$ cat config.mk
export PLATFORM = sky130hd
export DESIGN_NAME = analog_trigger_detect
export DESIGN_NICKNAME = d
export VERILOG_FILES = /design/src/core/trig_pkg.sv /design/src/core/analog_trigger_detect.sv /design/src/core/trig_sync.sv
export SDC_FILE = /design/constraint.sdc
export NUM_CORES = 1
export LEC_CHECK = 0
export BUFFER_PORTS_ARGS = -buffer_cell sky130_fd_sc_hd__buf_4
export CORE_MARGIN = 1
export CORE_UTILIZATION = 30
export CTS_BUF_LIST = sky130_fd_sc_hd__clkbuf_8
export DETAILED_ROUTE_END_ITERATION = 10
export GPL_TIMING_DRIVEN = 0
export PLACE_DENSITY = 0.46
export SYNTH_ARGS = -nofsm -noshare
export SYNTH_HDL_FRONTEND = slang
export SYNTH_SLANG_ARGS = --single-unit
$ cat constraint.sdc
create_clock -name clk -period 4.6 [get_ports clk]
set_input_delay 0.92 -clock clk [delete_from_list [all_inputs] [get_ports clk]]
set_output_delay 0.92 -clock clk [all_outputs]
set_load 0.02 [all_outputs]
$ cat src/core/trig_pkg.sv
// package: register map, field layouts, modes and state types of the trigger
package trig_pkg;

  // ==========================================================================
  // widths
  localparam int DAC_W   = 12;
  localparam int CHAN_W  = 5;
  localparam int FN_N    = 16;
  localparam int SYNC_N  = 8;
  localparam int ADDR_W  = 4;
  localparam int DATA_W  = 32;

  // ==========================================================================
  // register indices on the plain register port
  localparam logic [ADDR_W-1:0] REG_CTRL      = 4'h0;
  localparam logic [ADDR_W-1:0] REG_LEVEL     = 4'h1;
  localparam logic [ADDR_W-1:0] REG_HYST      = 4'h2;
  localparam logic [ADDR_W-1:0] REG_WIN_TOP   = 4'h3;
  localparam logic [ADDR_W-1:0] REG_WIN_BOT   = 4'h4;
  localparam logic [ADDR_W-1:0] REG_INPUT     = 4'h5;
  localparam logic [ADDR_W-1:0] REG_ROUTE     = 4'h6;
  localparam logic [ADDR_W-1:0] REG_ACTION    = 4'h7;
  localparam logic [ADDR_W-1:0] REG_STATUS    = 4'h8;
  localparam logic [ADDR_W-1:0] REG_INT_STAT  = 4'h9;
  localparam logic [ADDR_W-1:0] REG_INT_MASK  = 4'hA;
  localparam logic [ADDR_W-1:0] REG_DAC       = 4'hB;

  // ==========================================================================
  // control register fields
  localparam int CTRL_EN_BIT     = 0;
  localparam int CTRL_SRC_LSB    = 1;
  localparam int CTRL_MODE_LSB   = 4;
  localparam int CTRL_LEAVE_BIT  = 7;
  // input register fields: channel, ground reference, range
  localparam int IN_CHAN_LSB     = 0;
  localparam int IN_GND_LSB      = 8;
  localparam int IN_RANGE_LSB    = 12;
  // route register fields
  localparam int ROUTE_FN_LSB    = 0;
  localparam int ROUTE_SYNC_LSB  = 16;
  // interrupt bits
  localparam int INT_W           = 2;
  localparam int INT_RISE_BIT    = 0;
  localparam int INT_FALL_BIT    = 1;
  // dac readback field
  localparam int DAC_LOW_LSB     = 16;

  localparam logic [DAC_W-1:0] DAC_MAX   = 12'hFFF;
  localparam logic [DAC_W-1:0] DAC_RESET = 12'h800;

  // ==========================================================================
  // enumerations
  typedef enum logic [1:0] {
    SRC_PIN0,
    SRC_PIN1,
    SRC_ANALOG_INPUT
  } src_t;

  typedef enum logic [2:0] {
    MODE_BELOW,
    MODE_ABOVE,
    MODE_HYST_RISE,
    MODE_HYST_FALL,
    MODE_WINDOW
  } mode_t;

  // action enables: input acquisition, output generation, counter
  typedef struct packed {
    logic ctr;
    logic ao;
    logic ai;
  } action_t;

  // comparator pair from the analog front end
  typedef struct packed {
    logic above_high;  // source above high dac
    logic below_low;   // source below low dac
  } cmp_t;

  // front end steering toward the analog source
  typedef struct packed {
    src_t              src;
    logic              amp_en;
    logic [CHAN_W-1:0] chan;
    logic [1:0]        gnd_ref;
    logic [1:0]        range;
  } front_t;

  // all state of the trigger core
  typedef struct packed {
    logic              enable;
    src_t              src;
    mode_t             mode;
    logic              leave;
    logic [DAC_W-1:0]  level;
    logic [DAC_W-1:0]  hyst;
    logic [DAC_W-1:0]  win_top;
    logic [DAC_W-1:0]  win_bot;
    logic [CHAN_W-1:0] chan;
    logic [1:0]        gnd_ref;
    logic [1:0]        range;
    logic [FN_N-1:0]   route_fn;
    logic [SYNC_N-1:0] route_sync;
    action_t           action;
    logic [INT_W-1:0]  int_stat;
    logic [INT_W-1:0]  int_mask;
    logic              armed;
    logic              event_q;
    logic [DAC_W-1:0]  dac_high;
    logic [DAC_W-1:0]  dac_low;
    logic [DATA_W-1:0] rdata;
  } state_t;

endpackage

$ cat src/core/analog_trigger_detect.sv
// analog trigger detection: source steering, threshold dacs, mode logic
//
// The address map and strobed register access were left to the implementer.
module analog_trigger_detect
(
  // clock and reset
  input  wire logic                        clk,
  input  wire logic                        reset_n,
  // register port
  input  wire logic [trig_pkg::ADDR_W-1:0] addr,
  input  wire logic [trig_pkg::DATA_W-1:0] wdata,
  input  wire logic                        wr,
  input  wire logic                        rd,
  output      logic [trig_pkg::DATA_W-1:0] rdata,
  // comparators from the analog front end, asynchronous
  input  wire trig_pkg::cmp_t              cmp_raw,
  // threshold dacs and source steering
  output      logic [trig_pkg::DAC_W-1:0]  dac_high,
  output      logic [trig_pkg::DAC_W-1:0]  dac_low,
  output      trig_pkg::front_t            front,
  // toward the sequencers
  output      logic                        chan_hold,
  output      logic                        comparison_event,
  output      trig_pkg::action_t           action_trig,
  // routing to function and sync bus lines
  output      logic [trig_pkg::FN_N-1:0]   function_io_line_out,
  output      logic [trig_pkg::FN_N-1:0]   function_io_line_oe,
  output      logic [trig_pkg::SYNC_N-1:0] sync_bus_line_out,
  output      logic [trig_pkg::SYNC_N-1:0] sync_bus_line_oe,
  // interrupt
  output      logic                        irq
);

  trig_pkg::state_t state;
  trig_pkg::state_t next_state;
  trig_pkg::cmp_t   cmp;

  // ==========================================================================
  // saturating add or subtract on dac codes; the threshold never wraps
  // round, which would swap high and low and fire on noise
  function automatic logic [trig_pkg::DAC_W-1:0] sat_step
  (
    input logic [trig_pkg::DAC_W-1:0] a,
    input logic [trig_pkg::DAC_W-1:0] b,
    input logic                       sub
  );
    logic [trig_pkg::DAC_W:0] sum;
    sum = '0;
    if (sub)
    begin
      sum = {1'b0, a} - {1'b0, b};
      sat_step = sum[trig_pkg::DAC_W] ? '0 : sum[trig_pkg::DAC_W-1:0];
    end
    else
    begin
      sum = {1'b0, a} + {1'b0, b};
      sat_step = sum[trig_pkg::DAC_W] ? trig_pkg::DAC_MAX
                                      : sum[trig_pkg::DAC_W-1:0];
    end
  endfunction

  // ==========================================================================
  // comparator synchroniser
  trig_sync
  #(
    .W ($bits(trig_pkg::cmp_t))
  )
  u_sync
  (
    .clk     (clk),
    .reset_n (reset_n),
    .din     (cmp_raw),
    .dout    (cmp)
  );

  // ==========================================================================
  // next state: register writes, thresholds, mode logic, read data
  always_comb
  begin
    logic band;
    logic evt;
    logic arm;
    logic [trig_pkg::INT_W-1:0] set_bits;
    logic [trig_pkg::INT_W-1:0] clr_bits;
    band     = 1'b0;
    evt      = state.event_q;
    arm      = state.armed;
    set_bits = '0;
    clr_bits = '0;
    next_state = state;
    next_state.rdata = '0;

    // register writes
    if (wr)
    begin
      unique case (addr)
        trig_pkg::REG_CTRL:
        begin
          next_state.enable = wdata[trig_pkg::CTRL_EN_BIT];
          next_state.src    = trig_pkg::src_t'(
                              wdata[trig_pkg::CTRL_SRC_LSB +: 2]);
          next_state.mode   = trig_pkg::mode_t'(
                              wdata[trig_pkg::CTRL_MODE_LSB +: 3]);
          next_state.leave  = wdata[trig_pkg::CTRL_LEAVE_BIT];
        end
        trig_pkg::REG_LEVEL:   next_state.level   = wdata[0 +: trig_pkg::DAC_W];
        trig_pkg::REG_HYST:    next_state.hyst    = wdata[0 +: trig_pkg::DAC_W];
        trig_pkg::REG_WIN_TOP: next_state.win_top = wdata[0 +: trig_pkg::DAC_W];
        trig_pkg::REG_WIN_BOT: next_state.win_bot = wdata[0 +: trig_pkg::DAC_W];
        trig_pkg::REG_INPUT:
        begin
          next_state.chan    = wdata[trig_pkg::IN_CHAN_LSB +: trig_pkg::CHAN_W];
          next_state.gnd_ref = wdata[trig_pkg::IN_GND_LSB +: 2];
          next_state.range   = wdata[trig_pkg::IN_RANGE_LSB +: 2];
        end
        trig_pkg::REG_ROUTE:
        begin
          next_state.route_fn   = wdata[trig_pkg::ROUTE_FN_LSB +:
                                        trig_pkg::FN_N];
          next_state.route_sync = wdata[trig_pkg::ROUTE_SYNC_LSB +:
                                        trig_pkg::SYNC_N];
        end
        trig_pkg::REG_ACTION:
          next_state.action = wdata[$bits(trig_pkg::action_t)-1:0];
        trig_pkg::REG_INT_STAT: clr_bits = wdata[trig_pkg::INT_W-1:0];
        trig_pkg::REG_INT_MASK:
          next_state.int_mask = wdata[trig_pkg::INT_W-1:0];
        default: ;
      endcase
    end

    // threshold dacs follow the programmed level or window limits
    unique case (state.mode)
      trig_pkg::MODE_HYST_RISE:
      begin
        next_state.dac_high = state.level;
        next_state.dac_low  = sat_step(state.level, state.hyst, 1'b1);
      end
      trig_pkg::MODE_HYST_FALL:
      begin
        next_state.dac_low  = state.level;
        next_state.dac_high = sat_step(state.level, state.hyst, 1'b0);
      end
      trig_pkg::MODE_WINDOW:
      begin
        next_state.dac_high = state.win_top;
        next_state.dac_low  = state.win_bot;
      end
      default:
      begin
        next_state.dac_high = state.level;
        next_state.dac_low  = state.level;
      end
    endcase

    // mode logic on the synchronised comparators; the comparators judge
    // the dacs already driven, so a new level takes effect after it lands
    if (!state.enable)
    begin
      evt = 1'b0;
      arm = 1'b0;
    end
    else
    begin
      unique case (state.mode)
        trig_pkg::MODE_BELOW: evt = cmp.below_low;
        trig_pkg::MODE_ABOVE: evt = cmp.above_high;
        trig_pkg::MODE_HYST_RISE:
        begin
          if (cmp.below_low)
          begin
            arm = 1'b1;
            evt = 1'b0;
          end
          else if (state.armed && cmp.above_high)
          begin
            evt = 1'b1;
            arm = 1'b0;
          end
        end
        trig_pkg::MODE_HYST_FALL:
        begin
          if (cmp.above_high)
          begin
            arm = 1'b1;
            evt = 1'b0;
          end
          else if (state.armed && cmp.below_low)
          begin
            evt = 1'b1;
            arm = 1'b0;
          end
        end
        trig_pkg::MODE_WINDOW:
        begin
          band = !cmp.above_high && !cmp.below_low;
          evt  = state.leave ? !band : band;
        end
        default:
        begin
          evt = 1'b0;
          arm = 1'b0;
        end
      endcase
    end
    next_state.event_q = evt;
    next_state.armed   = arm;

    // sticky edges of the event; a new edge beats a clear in the same cycle
    set_bits[trig_pkg::INT_RISE_BIT] = evt && !state.event_q;
    set_bits[trig_pkg::INT_FALL_BIT] = !evt && state.event_q;
    next_state.int_stat = (state.int_stat & ~clr_bits) | set_bits;

    // read data stand in the cycle after the strobe
    if (rd)
    begin
      unique case (addr)
        trig_pkg::REG_CTRL:
        begin
          next_state.rdata[trig_pkg::CTRL_EN_BIT]       = state.enable;
          next_state.rdata[trig_pkg::CTRL_SRC_LSB +: 2] = state.src;
          next_state.rdata[trig_pkg::CTRL_MODE_LSB +: 3] = state.mode;
          next_state.rdata[trig_pkg::CTRL_LEAVE_BIT]    = state.leave;
        end
        trig_pkg::REG_LEVEL:   next_state.rdata[0 +: trig_pkg::DAC_W] = state.level;
        trig_pkg::REG_HYST:    next_state.rdata[0 +: trig_pkg::DAC_W] = state.hyst;
        trig_pkg::REG_WIN_TOP: next_state.rdata[0 +: trig_pkg::DAC_W] = state.win_top;
        trig_pkg::REG_WIN_BOT: next_state.rdata[0 +: trig_pkg::DAC_W] = state.win_bot;
        trig_pkg::REG_INPUT:
        begin
          next_state.rdata[trig_pkg::IN_CHAN_LSB +: trig_pkg::CHAN_W] = state.chan;
          next_state.rdata[trig_pkg::IN_GND_LSB +: 2]   = state.gnd_ref;
          next_state.rdata[trig_pkg::IN_RANGE_LSB +: 2] = state.range;
        end
        trig_pkg::REG_ROUTE:
        begin
          next_state.rdata[trig_pkg::ROUTE_FN_LSB +: trig_pkg::FN_N] =
            state.route_fn;
          next_state.rdata[trig_pkg::ROUTE_SYNC_LSB +: trig_pkg::SYNC_N] =
            state.route_sync;
        end
        trig_pkg::REG_ACTION:
          next_state.rdata[$bits(trig_pkg::action_t)-1:0] = state.action;
        trig_pkg::REG_STATUS:
          next_state.rdata[3:0] = {cmp.below_low, cmp.above_high,
                                   state.armed, state.event_q};
        trig_pkg::REG_INT_STAT:
          next_state.rdata[trig_pkg::INT_W-1:0] = state.int_stat;
        trig_pkg::REG_INT_MASK:
          next_state.rdata[trig_pkg::INT_W-1:0] = state.int_mask;
        trig_pkg::REG_DAC:
        begin
          next_state.rdata[0 +: trig_pkg::DAC_W] = state.dac_high;
          next_state.rdata[trig_pkg::DAC_LOW_LSB +: trig_pkg::DAC_W] =
            state.dac_low;
        end
        default: ;  // unmapped reads return zero
      endcase
    end
  end

  // ==========================================================================
  // state register
  always_ff @(posedge clk or negedge reset_n)
  begin
    if (!reset_n)
    begin
      state            <= '0;
      state.src        <= trig_pkg::SRC_PIN0;
      state.mode       <= trig_pkg::MODE_BELOW;
      state.level      <= trig_pkg::DAC_RESET;
      state.win_top    <= trig_pkg::DAC_RESET;
      state.win_bot    <= trig_pkg::DAC_RESET;
      state.dac_high   <= trig_pkg::DAC_RESET;
      state.dac_low    <= trig_pkg::DAC_RESET;
    end
    else
    begin
      state <= next_state;
    end
  end

  // ==========================================================================
  // outputs
  assign rdata    = state.rdata;
  assign dac_high = state.dac_high;
  assign dac_low  = state.dac_low;

  // source steering: amp only in the path for an input channel
  assign front.src     = state.src;
  assign front.amp_en  = state.src == trig_pkg::SRC_ANALOG_INPUT;
  assign front.chan    = state.chan;
  assign front.gnd_ref = state.gnd_ref;
  assign front.range   = state.range;

  // hold the input mux while a channel-sourced trigger is pending; the
  // sequencer must honour it and order its scan list to suit
  assign chan_hold = state.enable && front.amp_en
                     && !state.event_q;

  // event and its uses
  assign comparison_event = state.event_q;
  assign action_trig      = state.action
                            & {$bits(trig_pkg::action_t){state.event_q}};
  assign function_io_line_out = {trig_pkg::FN_N{state.event_q}};
  assign function_io_line_oe  = state.route_fn;
  assign sync_bus_line_out    = {trig_pkg::SYNC_N{state.event_q}};
  assign sync_bus_line_oe     = state.route_sync;

  // level interrupt while any unmasked sticky bit is set
  assign irq = |(state.int_stat & state.int_mask);

endmodule

$ cat src/core/trig_sync.sv
// two-flop synchroniser for the raw comparator outputs
module trig_sync
#(
  parameter int W = 2
)
(
  // clock and reset
  input  wire logic         clk,
  input  wire logic         reset_n,
  // asynchronous in, synchronised out
  input  wire logic [W-1:0] din,
  output      logic [W-1:0] dout
);

  logic [W-1:0] stage1;

  // ==========================================================================
  // first stage feeds only the second stage
  always_ff @(posedge clk or negedge reset_n)
  begin
    if (!reset_n)
    begin
      stage1 <= '0;
      dout   <= '0;
    end
    else
    begin
      stage1 <= din;
      dout   <= stage1;
    end
  end

endmodule

# Word level (Yosys, flattened, before mapping)
# Cells that the tools add are included.
dict set report word_totals {
  ff_bits 153
  input_bits 42
}
dict set report classes {
  add_sub_neg 2
  n_eq_ne 19
  mux 30
  bitwise_logic 5
  n_reduce_logical 26
}
# op count
set op_table {}
lappend op_table {{$pmux W24 S3} 1}
lappend op_table {{$mux W28} 1}
lappend op_table {{$mux W12} 2}
lappend op_table {{$pmux W2 S12} 1}
lappend op_table {{$pmux W3 S7} 1}
lappend op_table {{$reduce_and A2 Y1} 9}
lappend op_table {{$eq A4 B3 Y1 const B} 4}
lappend op_table {{$eq A4 B4 Y1 const B} 4}
lappend op_table {{$pmux W1 S8} 2}
lappend op_table {{$pmux W8 S2} 1}
lappend op_table {{$pmux W2 S7} 1}
lappend op_table {{$add A12 B12 Y13} 1}
lappend op_table {{$sub A12 B12 Y13} 1}
lappend op_table {{$pmux W2 S6} 1}
lappend op_table {{$mux W1} 11}
lappend op_table {{$pmux W1 S10} 1}
lappend op_table {{$eq A4 B2 Y1 const B} 2}
lappend op_table {{$ne A4 B3 Y1 const B} 2}
lappend op_table {{$logic_and A1 B1 Y1} 7}
lappend op_table {{$eq A3 B2 Y1 const B} 2}
lappend op_table {{$mux W2} 3}
lappend op_table {{$logic_not A1 Y1} 5}
lappend op_table {{$pmux W1 S5} 1}
lappend op_table {{$and A2 B2 Y2} 2}
lappend op_table {{other kinds (16)} 16}

# Longest topological paths before layout
dict set report logic_depth {
  ltp_word 9
  depth_mapped 10
  mapped_depth_nobuf 10
}

# Cells and area by module
# A second synthesis with hierarchy kept.
dict set report unflattened {
  hier_cells 861
  area_unflattened_um2 8939.8
}
# module instances cells_per_inst area_per_inst_um2 seq_area_each_um2
set by_module_without_submodules {}
lappend by_module_without_submodules {analog_trigger_detect 1 857 8839.7 3734.8}
lappend by_module_without_submodules {trig_sync 1 4 100.1 100.1}

# Least setup slack after synthesis
# OpenSTA, ideal clock, no wires.
dict set report synth_path {
  path_type {input port to flip-flop}
  startpoint {in addr[0] in the netlist's numbering}
  endpoint {reg state, in the netlist front[10]}
  arrival_ps 2141
  setup_slack_ps 2334
  cell_stages 6
  n_path_buf 3
  cell_sequence {buf_2 -> buf_4 -> buf_4 -> nor2_2 -> nand3_1 -> mux2_2}
}
dict set report synth_between {
  elab_chain_cells 2
}
# item line
set synth_rtl {}
lappend synth_rtl {{start, declared} analog_trigger_detect.sv:10} ;# input wire logic [trig_pkg::ADDR_W-1:0] addr,
lappend synth_rtl {{$logic_not A4 Y1} analog_trigger_detect.sv:96} ;# unique case (addr)
lappend synth_rtl {{$reduce_and A2 Y1 (no line)} -}
lappend synth_rtl {{end signal, assigned} analog_trigger_detect.sv:279} ;# state <= next_state;
lappend synth_rtl {{end, declared} analog_trigger_detect.sv:34} ;# trig_pkg::state_t state;
# Every way passes these cells.
# A chain may end at the register's enable or synchronous reset.

==> flow_summary_export.csv <==
group,metric,value,unit
layout,postLayoutCellArea,11300,sq um
layout,most-common-layout-cells,"buf_4, dfrtp_1, mux2_2",
power,powerDensity,516,nW/um^2
yosys,ys_seq_area_share,41.5,%
power,p_switching,2.41,mW
layout,layout_commonest_cell,"buf_4",
sta,timing.fmax,0.327,GHz
yosys,synth-main-ff-cell,"dfrtp_1",
global_route,grt_max_degree,86,
setup_path,cp-start-kind,"flop",
drt,via_count,7281,
drt,drtAntennaViolNets,0,
global_route,grt_pass1_vias,7123,
hold_path,hold_path.class,"flop to flop",
die,rows,63,
clocking,cts_tree,"done",
setup_path,cp.required,4910,ps
yosys,synth_async_sr_flop_share,100,%
clocking,clk_pin_slew,100,ps
sta,rsz0062_at_grt,"no",
yosys,netlist_area,9230,sq um
yosys,synth-edff-count,0,
die,dieArea,31500,sq um
power,clkPwrFrac,19.1,%
drt,dr.first_iter.drc_count,625,
layout,n_fill_cell,3044,
sta,max_slew_margin,30.4,%
layout,syn_to_final_growth,22.2,%
clocking,postCtsSetupBuffers,0,
clocking,ctsHoldBuffers,0,
global_route,antenna_found_initial,0,
global_route,overflow,0,
global_route,grt_usage,20.1,%
setup_path,rrSetupSlack,1550,ps
outcome,status,"completed",
sta,layout_setup_ws,1550,ps
hold_path,hp-start,"u_sync.stage1[0]",
layout,seq_area,3830,sq um
sta,tightestPinTransition,1040,ps
clocking,numCtsBuffers,17,
drt,wl_per_cell,21.1,um
layout,num_antenna_cells,0,
setup_path,path_max_fanout,8,
sta,hold_viol,0,
die,die_y,177,um
setup_path,worst-setup-path-type,"flop to flop",
layout,multi_input_area,4180,sq um
drt,drc,0,
layout,drive_above_1_share,41.3,%
power,vdd_ir_drop_max,0.179,mV
sta,fin_crit_sh,66.4,%
global_route,grt_pass1_wl,46600,um
layout,fin_nets,1135,
yosys,syn_avg_cell_area,10.3,sq um
clocking,ctsResizeCount,0,
clocking,htreeDepth,4,
sta,finalMaxSlewViolations,0,
drt,wl,31000,um
clocking,root_buffer,"clkbuf_8",
layout,utilization,37.6,%
yosys,ys_seq_elements,153,
drt,firstDrtPassIters,7,
sta,fin_skew,15.6,ps
die,core,30000,sq um
die,start_util,30.8,%
yosys,synth_cell_types,77,
setup_path,startpoint,"state[134]",
clocking,cts_buffer_depth,2,
setup_path,arrival,3370,ps
place,dp.cells,1438,
power,intPower,3.41,mW
place,placed_cell_area,10900,sq um
die,dieWidth,177,um
die,ioPinCount,164,
clocking,clock_sinks,153,
yosys,ys_warn_count,0,
setup_path,rr_startpoint,"state[134]",
power,pwr-share-comb,45.5,%
place,pre_cts_ws,1580,ps
setup_path,worstSetupEndpointType,"flop",
clocking,clock_latency,460,ps
power,power.static_leakage,5.31,nW
sta,period_minus_slack,3050,ps
sta,setup_viol,0,
sta,fin_tns_setup,0,ps
layout,layoutNonFillerInstCount,1470,
yosys,syn-instance-count,898,
place,place.gp.congestion,0.849,
place,port_buffers,146,
job,drv_cap,0,
power,pwr-share-seq,35.4,%
drt,viasPerCell,4.95,
power,switching_share,41.5,%
place,hpwlAfterDp,23500,um
-- through the flow --
| stage | hold slack, ps | power (mW) |
|---|---|---|
| global placement | 332 | 4.71 |
| global route | 375 | 6.17 |
| floorplan | 331 | 3.69 |
| finish | 360 | 5.82 |
| CTS | 365 | 5.85 |
| detailed placement | 340 | 4.73 |
-- synthesized netlist by cell type (all sizes together), types with 6 or more instances --
master | count | share of area (%)
mux2 | 96 | 12
nand3 | 13 | 0.70
o22ai | 15 | 1.0
xnor2 | 12 | 1.1
and3 | 7 | 0.47
nand2 | 53 | 2.2
o21ai | 39 | 2.1
nor3 | 18 | 0.98
a22o | 17 | 1.6
mux2i | 16 | 1.7
nand2b | 8 | 0.54
nor2 | 35 | 1.6
clkbuf | 19 | 0.77
nor2b | 33 | 2.3
a22oi | 8 | 0.65
o21a | 7 | 0.57
inv | 27 | 1.1
and2 | 13 | 0.91
a21oi | 56 | 3.1
a221o | 6 | 0.65
o221ai | 8 | 0.83
buf | 146 | 11
dfrtp | 148 | 40
ha | 24 | 3.3
-- sequential cells by signal, summed over array words and instances, names as in the netlist --
name                 flops
state                   61
rdata                   28
function_io_line_oe     16
dac_high                12
dac_low                 12
front                   11
sync_bus_line_oe         8
u_sync.dout              2
u_sync.stage1            2
comparison_event         1
-- final timing paths --
| path | to | cells past startpoint |
|---|---|---|
| worst min-delay path | u_sync.dout[0] | 0 |
| min in group asynchronous | sync_bus_line_oe[3] | 1 |
| worst max-delay path | dac_low[2] | 10 |
| max in group asynchronous | state[148] | 2 |
| worst max register to register | dac_low[2] | 10 |
| worst min register to register | u_sync.dout[0] | 0 |
-- layout make-up --
type	count	share of cell area [%]
Inverter	28	0.932
Timing Repair Buffer	147	10.0
Clock buffer	17	2.08
Clock inverter	15	1.60
Multi-Input combinational cell	555	37.0
Tap cell	390	4.33
Sequential cell	153	34.0
Buffer	165	9.98
-- cell families (layout without fill, tap and decap cells) --
| logic type | Yosys count | after routing | synth area share, % |
|---|---|---|---|
| XOR/XNOR | 12 | 12 | 1.14 |
| adder cells (fa/ha/maj) | 26 | 26 | 3.69 |
| AND/OR/NAND/NOR | 193 | 193 | 11.1 |
| multiplexers | 112 | 112 | 13.4 |
| flip-flops | 153 | 153 | 41.5 |
| AO/OA/AOI/OAI | 208 | 208 | 15.7 |
| buffers and inverters | 193 | 372 | 13.3 |
| other | 1 | 4 | 0.0406 |
-- worst max-delay path, cell delays in order, from the launching register on --
cell	delay, ps
dfrtp_1	590
inv_1	120
ha_1	240
inv_1	80
fa_1	200
a21oi_1	110
o211ai_1	300
nand2_1	160
o41ai_2	390
nand2_2	250
o221ai_1	460
-- metal layers --
layer | vias up | GRT usage (%) | routed length (um) | share of wire (%)
met1 | 3613 | 28.9 | 14800 | 48
li1 | 3410 | - | - | -
met4 | 0 | 4.24 | 355 | 1.1
met3 | 21 | 2.93 | 1660 | 5.3
met2 | 237 | 31.9 | 14200 | 46
met5 | - | 0 | 0 | 0
-- power by group through the flow --
| stage | clock network, mW | registers, mW | logic, mW |
|---|---|---|---|
| CTS | 1.14 | 2.06 | 2.65 |
| floorplan | 0 | 1.88 | 1.81 |
| detailed placement | 0 | 2.08 | 2.64 |
| global placement | 0 | 2.08 | 2.63 |
| global route | 1.19 | 2.10 | 2.87 |
| finish | 1.11 | 2.06 | 2.65 |
Note: power is estimated with default switching activity, not from simulation.
